$ cat src/irsl_pkg.sv
// Operation
// RQ1: Accept infrared receive data or host serial data, never both at once.
// RQ2: Hold clear-to-send high while infrared data is sent or received.
// RQ3: Host must not send serial bytes while clear-to-send is high.
// RQ4: Serial FIFO keeps two bytes while clear-to-send is high; more are dropped.
// RQ5: Connected mode checks each packet and keeps exchanging packets periodically.
// RQ6: On close-link command, confirm and return to disconnect state.
// RQ7: Ten seconds without a frame while connected returns to disconnect state.
// RQ8: Answer discovery polling only in timeslot two, claiming it.
// RQ9: After claiming, ignore remaining polls and the broadcast identification frame.
// RQ10: Primary spaces polling commands roughly seventy milliseconds apart.
// RQ11: Answer link setup with own parameters using the given connection address.
// RQ12: Confirm information channel, answer each query, then confirm data channel.
// RQ13: Drive carrier detect low once the link reaches normal response mode.
// RQ14: Assert data-set-ready only after power-up and initialization complete.
// RQ15: Only data crosses the link; modem signals are generated locally.
// RQ16: Separate 64-byte buffers for infrared data and serial data.
// RQ17: Once an infrared packet begins, serial buffer is unavailable until handled.
// RQ18: User data goes in blocks of at most 64 bytes plus 8 protocol bytes.
// RQ19: Wait the negotiated turnaround latency, commonly 1 ms, before sending.
// RQ20: Leave at least one bit time between received and transmitted bytes.
// RQ21: Infrared port starts at 9600 baud, changes only to the negotiated rate.
// RQ22: Infrared rate is independent of the serial rate set by rate-select pins.
// RQ23: In disconnect and discovery, answer the Primary alone and hold clear-to-send high.
package irsl_pkg;
	localparam int CLK_HZ = 250_000_000;
	localparam int FALLBACK_S = 10;
	localparam int TURNAROUND_US = 1000;
	localparam longint FALLBACK_CYCLES = longint'(FALLBACK_S) * CLK_HZ;
	localparam int TURNAROUND_CYCLES = TURNAROUND_US * (CLK_HZ / 1_000_000);
	localparam int BUF_DEPTH = 64;
	localparam int FRAME_OVERHEAD = 8;
	localparam int UART_FIFO_DEPTH = 2;
	localparam logic [2:0] CLAIM_SLOT = 3'h2;
	localparam int INIT_CYCLES = 16;
	localparam logic [2:0] IR_RATE_DEFAULT = 3'h0;
	typedef enum logic [3:0]
	{
		FR_NONE,
		FR_XID,
		FR_BCAST_ID,
		FR_SNRM,
		FR_OPEN_IAS,
		FR_IAS_QUERY,
		FR_OPEN_DATA,
		FR_DATA,
		FR_DISC
	} irsl_frame_t;
	typedef enum logic [3:0]
	{
		RSP_NONE,
		RSP_XID,
		RSP_UA_PARAMS,
		RSP_CONFIRM_IAS,
		RSP_IAS_ANSWER,
		RSP_CONFIRM_DATA,
		RSP_DATA,
		RSP_CONFIRM_CLOSE
	} irsl_resp_t;
	typedef enum
	{
		ST_INIT,
		ST_NDM,
		ST_CLAIMED,
		ST_DISCOVERY,
		ST_IAS,
		ST_NRM
	} irsl_state_t;
endpackage : irsl_pkg

$ cat src/irsl_link_ctrl.sv
`timescale 1ns/1ps
`default_nettype none
module irsl_link_ctrl #(
	parameter longint FALLBACK_CNT   = irsl_pkg::FALLBACK_CYCLES,
	parameter int     TURNAROUND_CNT = irsl_pkg::TURNAROUND_CYCLES,
	parameter int     BIT_TIME_CNT   = 26042
) (
	input  wire logic                  ref_clk_in,
	input  wire logic                  rst_n_in,
	input  wire logic                  frame_valid_in,
	input  wire irsl_pkg::irsl_frame_t frame_kind_in,
	input  wire logic                  frame_crc_ok_in,
	input  wire logic [2:0]            frame_slot_in,
	input  wire logic [7:0]            frame_addr_in,
	input  wire logic [2:0]            frame_rate_in,
	input  wire logic                  ir_rx_active_in,
	input  wire logic                  ir_tx_active_in,
	input  wire logic                  ir_byte_in,
	input  wire logic [7:0]            ir_byte_data_in,
	input  wire logic                  ir_buf_pop_in,
	input  wire logic                  uart_byte_in,
	input  wire logic [7:0]            uart_byte_data_in,
	input  wire logic [1:0]            uart_rate_select_in,
	input  wire logic                  tx_done_in,
	output logic                       resp_valid_out,
	output irsl_pkg::irsl_resp_t       resp_kind_out,
	output logic [7:0]                 resp_addr_out,
	output logic [6:0]                 resp_len_out,
	output logic [2:0]                 ir_rate_out,
	output logic [1:0]                 uart_rate_out,
	output logic                       cd_n_out,
	output logic                       dsr_n_out,
	output logic                       cts_n_out,
	output logic                       connected_out,
	output logic [6:0]                 ir_buf_level_out,
	output logic [6:0]                 ser_buf_level_out,
	output logic [7:0]                 ir_buf_head_out,
	output logic                       uart_drop_out
);
	import irsl_pkg::*;

	// The idle counter is 40 bits wide, so a longer fallback count cannot be served.
	if (FALLBACK_CNT < 1 || FALLBACK_CNT > 64'sh0000_00FF_FFFF_FFFF
		|| TURNAROUND_CNT < 1 || BIT_TIME_CNT < 1)
	begin : g_bad_counts
		$error("irsl_link_ctrl: timing counts out of range");
	end

	logic              rst_s1_reg;
	logic              rst_s2_reg;
	irsl_state_t       state_reg;
	logic [4:0]        init_cnt_reg;
	logic [39:0]       idle_cnt_reg;
	logic [31:0]       turn_cnt_reg;
	logic              pending_reg;
	irsl_resp_t        pending_kind_reg;
	logic [7:0]        conn_addr_reg;
	logic [2:0]        nego_rate_reg;
	logic [2:0]        ir_rate_reg;
	logic              ir_busy_reg;
	logic              cts_n_reg;
	logic [1:0]        fifo_cnt_reg;
	logic [7:0]        ir_buf_mem [BUF_DEPTH];
	logic [5:0]        ir_wr_reg;
	logic [5:0]        ir_rd_reg;
	logic [6:0]        ir_lvl_reg;
	logic [7:0]        ser_buf_mem [BUF_DEPTH];
	logic [5:0]        ser_wr_reg;
	logic [6:0]        ser_lvl_reg;
	logic              drop_reg;
	logic              rst_n;
	logic              good_frame;
	logic              ir_side_busy;
	logic              ser_accept;
	logic              ir_push;
	logic              ir_pop;

	assign rst_n        = rst_s2_reg;
	assign good_frame   = frame_valid_in && frame_crc_ok_in; // RQ5
	// Infrared traffic, a busy packet or any link phase other than data mode owns the device.
	assign ir_side_busy = ir_rx_active_in || ir_tx_active_in || ir_busy_reg
		|| state_reg != ST_NRM; // RQ1 RQ2 RQ23
	assign ser_accept   = uart_byte_in && ser_lvl_reg < 7'(BUF_DEPTH)
		&& (!cts_n_reg || fifo_cnt_reg < 2'(UART_FIFO_DEPTH)); // RQ4
	assign ir_push      = ir_byte_in && ir_lvl_reg < 7'(BUF_DEPTH); // RQ16
	assign ir_pop       = ir_buf_pop_in && ir_lvl_reg != 7'h00;

	always_ff @(posedge ref_clk_in or negedge rst_n_in)
	begin
		if (!rst_n_in)
		begin
			rst_s1_reg <= 1'b0;
			rst_s2_reg <= 1'b0;
		end
		else
		begin
			rst_s1_reg <= 1'b1;
			rst_s2_reg <= rst_s1_reg;
		end
	end

	// Link phase sequencing.
	always_ff @(posedge ref_clk_in or negedge rst_n)
	begin
		if (!rst_n)
		begin
			state_reg        <= ST_INIT;
			init_cnt_reg     <= 5'h00;
			pending_reg      <= 1'b0;
			pending_kind_reg <= RSP_NONE;
			conn_addr_reg    <= 8'h00;
			nego_rate_reg    <= IR_RATE_DEFAULT;
		end
		else
		begin
			if (resp_valid_out)
				pending_reg <= 1'b0;
			case (state_reg)
				ST_INIT:
				begin
					init_cnt_reg <= init_cnt_reg + 5'h01;
					if (init_cnt_reg == 5'(INIT_CYCLES - 1))
						state_reg <= ST_NDM; // RQ14
				end
				ST_NDM:
				begin
					if (good_frame && frame_kind_in == FR_XID && frame_slot_in == CLAIM_SLOT)
					begin
						pending_reg      <= 1'b1; // RQ8
						pending_kind_reg <= RSP_XID;
						state_reg        <= ST_CLAIMED;
					end
				end
				ST_CLAIMED:
				begin
					// Remaining polls get no answer; the broadcast id closes discovery.
					if (good_frame && frame_kind_in == FR_BCAST_ID)
						state_reg <= ST_DISCOVERY; // RQ9
				end
				ST_DISCOVERY:
				begin
					if (good_frame && frame_kind_in == FR_SNRM)
					begin
						conn_addr_reg    <= frame_addr_in; // RQ11
						nego_rate_reg    <= frame_rate_in; // RQ21
						pending_reg      <= 1'b1;
						pending_kind_reg <= RSP_UA_PARAMS;
						state_reg        <= ST_IAS;
					end
				end
				ST_IAS:
				begin
					if (good_frame && frame_kind_in == FR_OPEN_IAS)
					begin
						pending_reg      <= 1'b1; // RQ12
						pending_kind_reg <= RSP_CONFIRM_IAS;
					end
					else if (good_frame && frame_kind_in == FR_IAS_QUERY)
					begin
						pending_reg      <= 1'b1; // RQ12
						pending_kind_reg <= RSP_IAS_ANSWER;
					end
					else if (good_frame && frame_kind_in == FR_OPEN_DATA)
					begin
						pending_reg      <= 1'b1; // RQ12
						pending_kind_reg <= RSP_CONFIRM_DATA;
						state_reg        <= ST_NRM;
					end
					else if (idle_cnt_reg >= 40'(FALLBACK_CNT - 1))
						state_reg <= ST_NDM;
				end
				ST_NRM:
				begin
					if (good_frame && frame_kind_in == FR_DISC)
					begin
						pending_reg      <= 1'b1; // RQ6
						pending_kind_reg <= RSP_CONFIRM_CLOSE;
						state_reg        <= ST_NDM;
					end
					else if (good_frame)
					begin
						// Every good frame is answered, with data or a bare status frame.
						pending_reg      <= 1'b1; // RQ5
						pending_kind_reg <= RSP_DATA;
					end
					else if (idle_cnt_reg >= 40'(FALLBACK_CNT - 1))
						state_reg <= ST_NDM; // RQ7
				end
				default:
					state_reg <= ST_INIT;
			endcase
			// Only the phases before link setup forget the rate; setup itself captures it.
			if (state_reg == ST_NDM || state_reg == ST_CLAIMED)
				nego_rate_reg <= IR_RATE_DEFAULT; // RQ21
		end
	end

	// Inactivity timer; restarts on any received frame, good or not.
	always_ff @(posedge ref_clk_in or negedge rst_n)
	begin
		if (!rst_n)
			idle_cnt_reg <= 40'h00_0000_0000;
		else if (frame_valid_in || (state_reg != ST_NRM && state_reg != ST_IAS))
			idle_cnt_reg <= 40'h00_0000_0000; // RQ7
		else if (idle_cnt_reg < 40'(FALLBACK_CNT))
			idle_cnt_reg <= idle_cnt_reg + 40'h00_0000_0001;
	end

	// Turnaround gap: the longer of the latency and one bit time since the last frame or receive activity.
	always_ff @(posedge ref_clk_in or negedge rst_n)
	begin
		if (!rst_n)
			turn_cnt_reg <= 32'h0000_0000;
		else if (frame_valid_in || ir_rx_active_in)
			turn_cnt_reg <= 32'((TURNAROUND_CNT > BIT_TIME_CNT) ? TURNAROUND_CNT
				: BIT_TIME_CNT); // RQ19 RQ20
		else if (turn_cnt_reg != 32'h0000_0000)
			turn_cnt_reg <= turn_cnt_reg - 32'h0000_0001;
	end

	assign resp_valid_out = pending_reg && turn_cnt_reg == 32'h0000_0000
		&& !ir_rx_active_in && !ir_tx_active_in; // RQ19
	assign resp_kind_out  = pending_kind_reg;
	assign resp_addr_out  = conn_addr_reg; // RQ11

	// Data payload is capped at one block; protocol bytes are added by the framer.
	always_ff @(posedge ref_clk_in or negedge rst_n)
	begin
		if (!rst_n)
			resp_len_out <= 7'h00;
		else if (ser_lvl_reg > 7'(BUF_DEPTH))
			resp_len_out <= 7'(BUF_DEPTH); // RQ18
		else
			resp_len_out <= ser_lvl_reg; // RQ18
	end

	// Rate switches only after the link-setup answer has gone out at the default rate.
	always_ff @(posedge ref_clk_in or negedge rst_n)
	begin
		if (!rst_n)
			ir_rate_reg <= IR_RATE_DEFAULT; // RQ21
		else if (state_reg == ST_NDM || state_reg == ST_CLAIMED || state_reg == ST_DISCOVERY)
			ir_rate_reg <= IR_RATE_DEFAULT; // RQ21
		else if (tx_done_in && !pending_reg)
			ir_rate_reg <= nego_rate_reg; // RQ21
	end

	// Serial rate follows the select pins only; infrared rate is separate.
	always_ff @(posedge ref_clk_in or negedge rst_n)
	begin
		if (!rst_n)
			uart_rate_out <= 2'h0;
		else
			uart_rate_out <= uart_rate_select_in; // RQ22
	end

	// An infrared packet holds the serial side off until the response is sent.
	always_ff @(posedge ref_clk_in or negedge rst_n)
	begin
		if (!rst_n)
			ir_busy_reg <= 1'b0;
		else if (ir_rx_active_in)
			ir_busy_reg <= 1'b1; // RQ17
		else if (tx_done_in)
			ir_busy_reg <= 1'b0;
	end

	// Modem lines are made here; nothing of them travels over the link.
	always_ff @(posedge ref_clk_in or negedge rst_n)
	begin
		if (!rst_n)
		begin
			cts_n_reg <= 1'b1;
			cd_n_out  <= 1'b1;
			dsr_n_out <= 1'b1;
		end
		else
		begin
			cts_n_reg <= ir_side_busy; // RQ2 RQ15
			cd_n_out  <= !(state_reg == ST_NRM); // RQ13
			dsr_n_out <= state_reg == ST_INIT; // RQ14
		end
	end
	assign cts_n_out     = cts_n_reg;
	assign connected_out = state_reg == ST_NRM;

	// Bytes taken while clear-to-send is high count against the small UART FIFO.
	always_ff @(posedge ref_clk_in or negedge rst_n)
	begin
		if (!rst_n)
		begin
			fifo_cnt_reg <= 2'h0;
			drop_reg     <= 1'b0;
		end
		else
		begin
			drop_reg <= uart_byte_in && !ser_accept; // RQ3 RQ4
			if (!cts_n_reg)
				fifo_cnt_reg <= 2'h0;
			else if (uart_byte_in && ser_accept)
				fifo_cnt_reg <= fifo_cnt_reg + 2'h1; // RQ4
		end
	end
	assign uart_drop_out = drop_reg;

	// Serial-side buffer; drained when a data frame is answered.
	always_ff @(posedge ref_clk_in or negedge rst_n)
	begin
		if (!rst_n)
		begin
			ser_wr_reg  <= 6'h00;
			ser_lvl_reg <= 7'h00;
		end
		else if (resp_valid_out && pending_kind_reg == RSP_DATA)
			ser_lvl_reg <= 7'h00; // RQ18
		else if (ser_accept)
		begin
			ser_wr_reg  <= ser_wr_reg + 6'h01; // RQ16
			ser_lvl_reg <= ser_lvl_reg + 7'h01;
		end
	end

	always_ff @(posedge ref_clk_in)
	begin
		if (ser_accept)
			ser_buf_mem[ser_wr_reg] <= uart_byte_data_in;
		if (ir_push)
			ir_buf_mem[ir_wr_reg] <= ir_byte_data_in;
	end

	// Infrared-side buffer toward the host.
	always_ff @(posedge ref_clk_in or negedge rst_n)
	begin
		if (!rst_n)
		begin
			ir_wr_reg  <= 6'h00;
			ir_rd_reg  <= 6'h00;
			ir_lvl_reg <= 7'h00;
		end
		else
		begin
			if (ir_push)
				ir_wr_reg <= ir_wr_reg + 6'h01; // RQ16
			if (ir_pop)
				ir_rd_reg <= ir_rd_reg + 6'h01;
			ir_lvl_reg <= ir_lvl_reg + 7'(ir_push) - 7'(ir_pop);
		end
	end

	always_ff @(posedge ref_clk_in or negedge rst_n)
	begin
		if (!rst_n)
			ir_buf_head_out <= 8'h00;
		else
			ir_buf_head_out <= ir_buf_mem[ir_pop ? ir_rd_reg + 6'h01 : ir_rd_reg];
	end

	assign ir_rate_out       = ir_rate_reg;
	assign ir_buf_level_out  = ir_lvl_reg;
	assign ser_buf_level_out = ser_lvl_reg;
endmodule : irsl_link_ctrl
`default_nettype wire

$ cat config.mk
export PLATFORM = sky130hd
export DESIGN_NAME = irsl_link_ctrl
export DESIGN_NICKNAME = d
export VERILOG_FILES = /design/src/irsl_pkg.sv /design/src/irsl_link_ctrl.sv
export SDC_FILE = /design/constraint.sdc
export NUM_CORES = 1
export LEC_CHECK = 0
export ABC_CLOCK_PERIOD_IN_PS = 5150
export BUFFER_PORTS_ARGS = -buffer_cell sky130_fd_sc_hd__clkbuf_2
export CAP_MARGIN = 20
export CORE_MARGIN = 3
export CORE_UTILIZATION = 56
export DETAILED_ROUTE_END_ITERATION = 16
export GPL_TIMING_DRIVEN = 0
export PLACE_DENSITY_LB_ADDON = 0.3
export SKIP_CTS_REPAIR_TIMING = 1
export SYNTH_ARGS = -nofsm -noshare
export SYNTH_HDL_FRONTEND = slang
export SYNTH_SLANG_ARGS = --single-unit
export TNS_END_PERCENT = 30
$ cat constraint.sdc
create_clock -name ref_clk_in -period 5.15 [get_ports ref_clk_in]
set_input_delay 0.2575 -clock ref_clk_in [delete_from_list [all_inputs] [get_ports ref_clk_in]]
set_output_delay 0.2575 -clock ref_clk_in [all_outputs]
set_load 0.02 [all_outputs]
## After elaboration in Yosys (flattened, before gate mapping)

Memories as Yosys holds them, arrays and structs flattened. A register that Yosys moved wholly into a read port is not among the register bits.
Index checks and enable logic that the tools add are counted.
W data, S select, Z words.

| storage, ports and cells | value |
|---|---|
| bits in registers | 172 |
| memory bits (writable) | 512 |
| input bits | 46 |
| output and inout port bits | 52 |
| word-level logic and storage cells | 170 |
| memories kept | 1 |

| cells by class | value |
|---|---|
| add/sub/neg operators | 9 |
| order comparisons | 6 |
| eq/ne operators | 31 |
| muxes and demuxes | 47 |
| reductions and logical operators | 53 |

Memory list:

| name | depth | bits a word | rd ports | clocked after memory_dff | write ports | line | RTL |
|---|---|---|---|---|---|---|---|
| ir_buf_mem | 64 | 8 | 1 | 1 | 1 | irsl_link_ctrl.sv:63 | `logic [7:0] ir_buf_mem [BUF_DEPTH];` |

Operators with widths:

| cell | count |
|---|---|
| $mux W32 | 12 |
| $pmux W32 S6 | 1 |
| $eq A32 B3 Y1 const B | 4 |
| $eq A32 B2 Y1 const B | 3 |
| $logic_not A32 Y1 | 3 |
| $mux W40 | 2 |
| $ne A32 B4 Y1 const B | 2 |
| $add A40 B1 Y40 const B | 1 |
| $ge A40 B32 Y1 const B | 1 |
| $lt A40 B32 Y1 const B | 1 |
| $eq A32 B1 Y1 const B | 1 |
| $eq A32 B4 Y1 const B | 1 |
| $reduce_bool A32 Y1 | 1 |
| $sub A32 B1 Y32 const B | 1 |
| $mux W4 | 7 |
| $logic_and A1 B1 Y1 | 21 |
| $mux W7 | 3 |
| $eq A4 B3 Y1 const B | 4 |
| $pmux W4 S4 | 1 |
| $mux W3 | 5 |
| $lt A7 B7 Y1 const B | 2 |
| $reduce_bool A2 Y1 | 7 |
| $add A6 B1 Y6 const B | 2 |
| $mux W1 | 12 |
| 26 further kinds | 48 |

## Longest topological paths before layout

Gate-level depths: netlist (run 1).

| logic depth | value |
|---|---|
| depth after elaboration | 9 |
| depth in mapped cells | 20 |
| gate-level depth less buffers | 17 |

## Worst setup path before layout (run 1)

OpenSTA, ideal clock, no wires.

| timing path | value |
|---|---|
| path type | reg-to-reg |
| from | register ir_lvl_reg[5], in the netlist ir_buf_level_out[5] |
| to | register ir_lvl_reg[6], in the netlist ir_buf_level_out[6] |
| setup time | 125 ps |
| arrival time | 3327 ps |
| data required time | 5025 ps |
| slack | 1698 ps |
| cell stages (with the launch flop) | 21 |
| path buffers | 3 |
| clock period less this slack | 3452 ps |
| cells stage by stage | dfrtp_1 > inv_1 > ha_1 > or3b_1 > buf_6 > o21ai_4 > inv_4 > buf_6 > clkbuf_1 > ha_1 > inv_1 > ha_1 > inv_1 > fa_1 > inv_1 > a21oi_1 > nor2_1 > o21ai_0 > a21oi_1 > nor2_1 > xnor2_1 |

| between the ends | value |
|---|---|
| cells in the longest elaborated chain, start to end | 4 |
| elaborated cells between the ends (all ways) | 6 |
| those cells by class | add/sub: 2; order compare: 1; reduce/logical: 3 |

Ends and longest elaborated chain:

| element | line | RTL |
|---|---|---|
| from (decl) | irsl_link_ctrl.sv:66 | `logic [6:0] ir_lvl_reg;` |
| from (signal assigned) | irsl_link_ctrl.sv:346 | `ir_lvl_reg <= ir_lvl_reg + 7'(ir_push) - 7'(ir_pop);` |
| $lt A7 B7 Y1 | irsl_link_ctrl.sv:85 | `assign ir_push = ir_byte_in && ir_lvl_reg < 7'(BUF_DEPTH);` |
| $logic_and A1 B1 Y1 | irsl_link_ctrl.sv:85 |  |
| $add A7 B1 Y7 | irsl_link_ctrl.sv:346 |  |
| $sub A7 B1 Y7 * | irsl_link_ctrl.sv:346 |  |

Mark *: on every way between the ends. The rest lies on a longest branch, timed or not.
A chain may end at the register's enable or synchronous reset.

## Worst setup path after layout (run 1)

| timing path | value |
|---|---|
| from | register ir_lvl_reg[4], in the netlist ir_buf_level_out[4] |
| to | register ir_buf_head_out[3], read port of ir_buf_mem |

| between the ends | value |
|---|---|
| cells in the longest elaborated chain, start to end | 3 |

Ends and longest elaborated chain:

| element | line | RTL |
|---|---|---|
| $reduce_bool A7 Y1 | irsl_link_ctrl.sv:86 | `assign ir_pop = ir_buf_pop_in && ir_lvl_reg != 7'h00;` |
| $logic_and A1 B1 Y1 | irsl_link_ctrl.sv:86 |  |
| $mux W6 | - |  |
| to (decl) | irsl_link_ctrl.sv:37 | `output logic [7:0] ir_buf_head_out,` |

Every way passes these cells.

==> out/metrics.cfg, run 1 <==
[place]
pre_cts_slack_ns=0.406
gp_congestion=0.965
placed_area_sq_mm=0.0316
portBuffers=87
dp_hpwl_mm=59.0

[timing]
hold_ws_ns=-0.00286
relSlewSlack_pct=13.1
hold_violations=1
fmax_ghz=0.201
worstMarginPinSlew_ns=1.27
setup_slack_ns=0.184
period_needed_ns=4.97
period_share_pct=96.4
setup_tns_ns=0
setup_viol=0
rsz0062_at_grt=false
finClkSkew_ns=0.0241
drv_slew=0

[worst_setup_path]
worstPathArrival_ns=5.45
crit_slowest_cell=clkbuf_1
crit_fanout=10
critical_path_class=register to register
critPathMaxStageDelay_ns=0.77
worstSetupEndpointType=register
crit_path_start_kind=register
r2r_setup_slack_ns=0.18
crit_top_cell=clkbuf_1
crit_path_cell_trace=inv_1, ha_1, or3b_1, buf_6, o21ai_4, inv_4, xnor2_4, inv_2, clkbuf_1, clkbuf_1, nand3_1, a21oi_1, o21ai_0, and4_1
crit_required_ns=5.64

[global_routing]
grt_max_degree=75
grt_pass1_wl_mm=128
grt_usage_pct=30.5
grt_antenna_before_repair=1
grt-ovfl-total=0
grt_pass1_vias=20491

[routing]
wl_per_cell_microns=26.3
drtIter0Drc=3236
postRouteAntennaNets=0
drc_errors=0
dr.pass1.iters=8
routed_wl_mm=86.9
via_per_inst=6.49
vias=21491

[cts]
cts_buffers=71
clk_pin_slew_ns=0.07
clock_latency_ns=0.62
cts_tree=done
root_buffer=clkbuf_16
cts-htree-levels=3
cts.sinks=691
cts_buffer_depth=3

[power_and_ir_drop]
power_density_mw_per_mm2=554
max-vdd-ir-drop_mv=0.391
leakage_uw=0.0125

[outcome]
status=finished with violations
violations=negative hold slack

[die]
die-width_microns=237
pin_count=98
dieArea_sq_mm=0.0564
die-height_microns=237
core_sq_mm=0.0528
start_util_pct=56.9
rows=84

[yosys]
yosysWarnings=0
syn_area_per_cell_sq_um=12.8
synth-edff-count=512
synth_seq_cells=691
ys_types=91
synth-seq-area-share_pct=66.2
async_reset_ff_share_pct=25.9
synth_area_sq_mm=0.0300
synth_cells=2341
synth_flop_cell=edfxtp_1

[final_layout]
nNetsFinal=2631
largest_register_ff_count=512
fin_area_sq_mm=0.0343
diodes=0
fillers=3850
drive_above_1_share_pct=12.9
synthToLayoutAreaGrowth_pct=14.4

[run]
drv_cap=0

[worst_hold_path]
hold_class=primary input to register

-- metrics by stage --
stage | hold WS [ns] | std cells | total power (uW) | util (%)
floorplan | -0.0381 | 2370 | 10700 | -
detailed placement | 0.0457 | 3156 | 13400 | 60.0
CTS | -0.593 | 3285 | 18700 | 64.5
global placement | 0.0431 | 3145 | 13300 | 59.5
finish | -0.00286 | 3310 | 19000 | 65.1
global route | 0.0272 | 3310 | 19500 | 65.1
-- worst max-delay path: cells and delay by family, from the launching register on --
family,cells,cell delay (ns)
DFF,1,0.40
and+or+nand+nor,3,0.85
AOI/OAI and AO/OA,3,1.23
xor gates and xnor gates,1,0.18
adders and majority gates,1,0.20
buffers and inverters,6,1.97
-- cell usage in the layout, fill, tap and decap left out, drive strengths merged, types with 8 or more instances in the layout --
master / synthesis / layout
a2111oi: 14 / 14
a211oi: 21 / 21
a21oi: 63 / 63
a221o: 9 / 9
a221oi: 18 / 18
a22oi: 9 / 9
a31oi: 27 / 27
a32oi: 24 / 24
and2: 17 / 17
and3: 12 / 12
buf: 62 / 79
bufinv: 0 / 8
clkbuf: 71 / 253
clkinv: 1 / 23
conb: 2 / 31
dfrtp: 176 / 176
dlygate4sd3: 0 / 19
edfxtp: 512 / 512
ha: 18 / 18
inv: 42 / 43
mux2: 30 / 30
mux2i: 118 / 118
mux4: 17 / 17
nand2: 314 / 314
nand2b: 11 / 11
nand3: 88 / 88
nand4: 41 / 41
nor2: 201 / 201
nor2b: 16 / 16
nor3: 63 / 63
nor4: 20 / 20
o2111ai: 8 / 8
o21ai: 47 / 47
o22ai: 71 / 71
o31ai: 9 / 9
or3: 18 / 18
xnor2: 44 / 44
xor2: 34 / 34
-- cells in the mapped netlist, types with 34 or more instances --
| cell type | n | area share [%] |
|---|---|---|
| xnor2_1 | 42 | 1.2 |
| dfrtp_1 | 176 | 15 |
| nand3_1 | 88 | 1.5 |
| edfxtp_1 | 512 | 51 |
| nor2_1 | 198 | 2.5 |
| a21oi_1 | 62 | 1.0 |
| inv_1 | 38 | 0.48 |
| nand4_1 | 40 | 0.83 |
| nand2_1 | 313 | 3.9 |
| o22ai_1 | 71 | 1.5 |
| mux2i_1 | 118 | 3.9 |
| xor2_1 | 34 | 0.99 |
| clkbuf_1 | 70 | 0.88 |
| nor3_1 | 61 | 1.0 |
| o21ai_0 | 42 | 0.70 |
-- worst paths after layout --
path / from / to / depth (start not counted)
min reg2reg: rst_s1_reg / rst_n / 0
max reg2reg: ir_buf_level_out[4] / ir_buf_head_out[3] / 14
min in group asynchronous: rst_n / uart_rate_out[1] / 0
min: frame_rate_in[2] / nego_rate_reg[2] / 3
max in group asynchronous: rst_n / cts_n_out / 2
max: ir_buf_level_out[4] / ir_buf_head_out[3] / 14
-- area by class of cell --
type	count	area (sq um)	share of cell area [%]
Timing Repair Buffer	123	923	2.69
Clock buffer	95	2030	5.92
Sequential cell	691	19900	57.9
Buffer	133	621	1.81
Multi-Input combinational cell	1503	9480	27.6
Inverter	43	164	0.478
Tap cell	688	861	2.51
Clock inverter	34	383	1.12
-- cells by family (layout without fill, tap and decap cells) --
group | Yosys count | after routing | share of synthesized area, %
compound gates | 368 | 368 | 8.47
other cells | 2 | 31 | 0.0250
fa+ha+maj | 19 | 19 | 0.817
xor+xnor | 78 | 78 | 2.36
mux | 165 | 165 | 6.38
simple gates | 842 | 842 | 13.2
flops | 691 | 691 | 66.2
buf+inv | 176 | 428 | 2.61
-- where the power goes --
part / switching, uW / leakage (uW) / internal, uW / total, uW
clock network: 2160 / 0.00118 / 3180 / 5340
logic: 5110 / 0.00447 / 2200 / 7300
registers: 153 / 0.00685 / 6230 / 6380
-- layer usage --
metal / vias up / part of all wire, % / GRT usage [%]
li1: 9216 / - / -
met1: 10480 / 38 / 41.6
met2: 1490 / 44 / 46.2
met3: 303 / 12 / 7.98
met4: 2 / 5.4 / 14.8
met5: - / 0.016 / 0
No activity file was read; power rests on OpenSTA's default activity.
==> run 2: changes to the inputs <==
--- a/config.mk
+++ b/config.mk
@@ -5,6 +5,7 @@
 export SDC_FILE = /design/constraint.sdc
 export NUM_CORES = 1
 export LEC_CHECK = 0
+export ABC_AREA = 1
 export ABC_CLOCK_PERIOD_IN_PS = 5150
 export BUFFER_PORTS_ARGS = -buffer_cell sky130_fd_sc_hd__clkbuf_2
 export CAP_MARGIN = 20
==> out/metrics.cfg, run 2 <==
[final_layout]
synthToLayoutAreaGrowth_pct=13.5
drive_above_1_share_pct=11.4
fin_area_sq_mm=0.0361
final_common_cell=nand3_1
fillers=4360
final_cell_mix=597 x nand3_1, 519 x nand2_1, 512 x edfxtp_1
nNetsFinal=3450
largest_register_ff_count=512

[die]
rows=86
die-width_microns=244
dieArea_sq_mm=0.0597
die-height_microns=244
pin_count=98
start_util_pct=57.2
core_sq_mm=0.0556

[place]
placed_area_sq_mm=0.0336
portBuffers=88
gp_congestion=1.03
dp_hpwl_mm=64.4

[routing]
wl_per_cell_microns=22.4
via_per_inst=5.79
drc_errors=0
drtIter0Drc=2724
vias=24271
postRouteAntennaNets=0
routed_wl_mm=93.7
dr.pass1.iters=6

[global_routing]
grt_usage_pct=31.3
grt_pass1_vias=23550
grt_antenna_before_repair=2
grt_pass1_wl_mm=140
grt-ovfl-total=0
grt_max_degree=74

[yosys]
ys_types=56
synth_flop_cell=edfxtp_1
synth_cells=3153
yosysWarnings=0
async_reset_ff_share_pct=25.9
synthSimpleGateAreaFrac_pct=25.0
yosysTopAreaCell=edfxtp_1
synthTopCellsByArea=edfxtp_1 48%, dfrtp_1 14%, nand3_1 9.4%, nand2_1 6.1%, inv_1 5.7%
yosysMostFrequentCell=nand3_1
synth_top_family_by_area=simple AND/OR/NAND/NOR gates
syn_area_per_cell_sq_um=10.1
synthXorXnorAreaFrac_pct=0.955
synth-edff-count=512
ys_top_cells_by_count=597 x nand3_1, 519 x nand2_1, 512 x edfxtp_1
synth_area_sq_mm=0.0318
synthMuxAreaShare_pct=0.318
synth-seq-area-share_pct=62.4
synth_compound_area_share_pct=2.12
yosysTopAreaCellShare_pct=48.3
synth_seq_cells=691
synth_fa_ha_area_share_pct=0.770

[timing]
fmax_ghz=0.293
setup_viol=0
relSlewSlack_pct=21.2
period_share_pct=66.3
worstMarginPinSlew_ns=1.18
hold_violations=0
drv_slew=0
period_needed_ns=3.42
finClkSkew_ns=0.0220
rsz0062_at_grt=false
setup_tns_ns=0

[power_and_ir_drop]
power_density_mw_per_mm2=452
leakage_uw=0.0151
max-vdd-ir-drop_mv=0.344

[run]
drv_cap=0

[worst_setup_path]
crit_path_start_kind=register
worstPathArrival_ns=3.65
crit_required_ns=5.38
worstSetupEndpointType=register
critical_path_class=register to register
crit_fanout=8

[cts]
clock_latency_ns=0.63
clk_pin_slew_ns=0.06
root_buffer=clkbuf_16
cts.sinks=691
cts_buffer_depth=3
cts_buffers=73
cts-htree-levels=3
cts_tree=done

[outcome]
status=finished clean

[worst_hold_path]
hold_class=primary input to register

run 2: cell types whose count changed after synthesis, moves of 20 or more:
cell and delta:
nand3_1 +509, inv_1 +447, nand2_1 +206, nand3b_1 +175
mux2i_1 -118, o22ai_1 -69, clkbuf_1 -46, buf_2 +42
xnor2_1 -38, a31oi_1 -26, a32oi_1 -24, buf_4 +20
mux2_2 -20
run 2: report_power, final:
group | total [uW] | internal [uW] | switching [uW]
Clock | 5160 | 2960 | 2190
Sequential | 6350 | 6220 | 134
Combinational | 4810 | 1320 | 3490
Total | 16300 | 10500 | 5820
run 2: routing by layer:
metal	track usage [%]	routed length (microns)	vias up
met2	49.5	42900	1350
met1	41.6	36400	11639
met4	15.8	5130	2
met3	6.04	9320	276
met5	0	12	-
li1	-	-	11004
run 2: worst paths after layout:
kind,start,to,slack [ns],cells past startpoint
max,ir_buf_level_out[6],ir_buf_mem[2][4],1.73,5
min,frame_kind_in[1],state_reg[2],0.06,4
max reg2reg,ir_buf_level_out[6],ir_buf_mem[2][4],1.73,5
min reg2reg,rst_s1_reg,rst_n,0.36,0
max in group asynchronous,rst_n,cts_n_out,3.60,2
min in group asynchronous,rst_n,idle_cnt_reg[32],0.38,0
run 2: cell type report:
cell class | instances | area, sq um | share of cell area [%]
antenna | 2 | 5.00 | 0.0139
multi-input combinational | 1853 | 9430 | 26.1
inverter | 497 | 1870 | 5.16
clock buffer | 102 | 2070 | 5.72
tap | 748 | 936 | 2.59
buffer | 141 | 807 | 2.23
sequential | 691 | 19900 | 55.0
clock inverter | 31 | 249 | 0.689
timing repair buffer | 128 | 911 | 2.52
run 2: kinds of logic (layout without fill, tap and decap cells):
kind of cell,after synthesis,count (layout)
DFF,691,691
AOI/OAI and AO/OA,122,122
buffers and inverters,638,899
xor gates and xnor gates,33,33
other,2,33
muxes,9,9
adders and majority gates,19,19
and+or+nand+nor,1639,1639
run 2: through the flow:
stage               worst slack (ns)  total power (uW)  utilization [%]  hold WS [ns]  instances
floorplan                       2.20              9200                -       -0.0381       3182
global placement               0.963             10900             59.9        0.0434       4018
detailed placement              1.82             11000             60.3        0.0468       4034
CTS                             1.84             16200             64.5        -0.601       4167
global route                    1.63             16800             64.9        0.0391       4191
finish                          1.73             16300             64.9        0.0554       4193
run 2: worst max-delay path: stages, from the launching register on:
cell     delay (ns)
dfrtp_1        0.42
nor2_1         0.55
inv_1          0.32
nor2_1         0.30
nand3_1        0.50
nor2_1         0.93
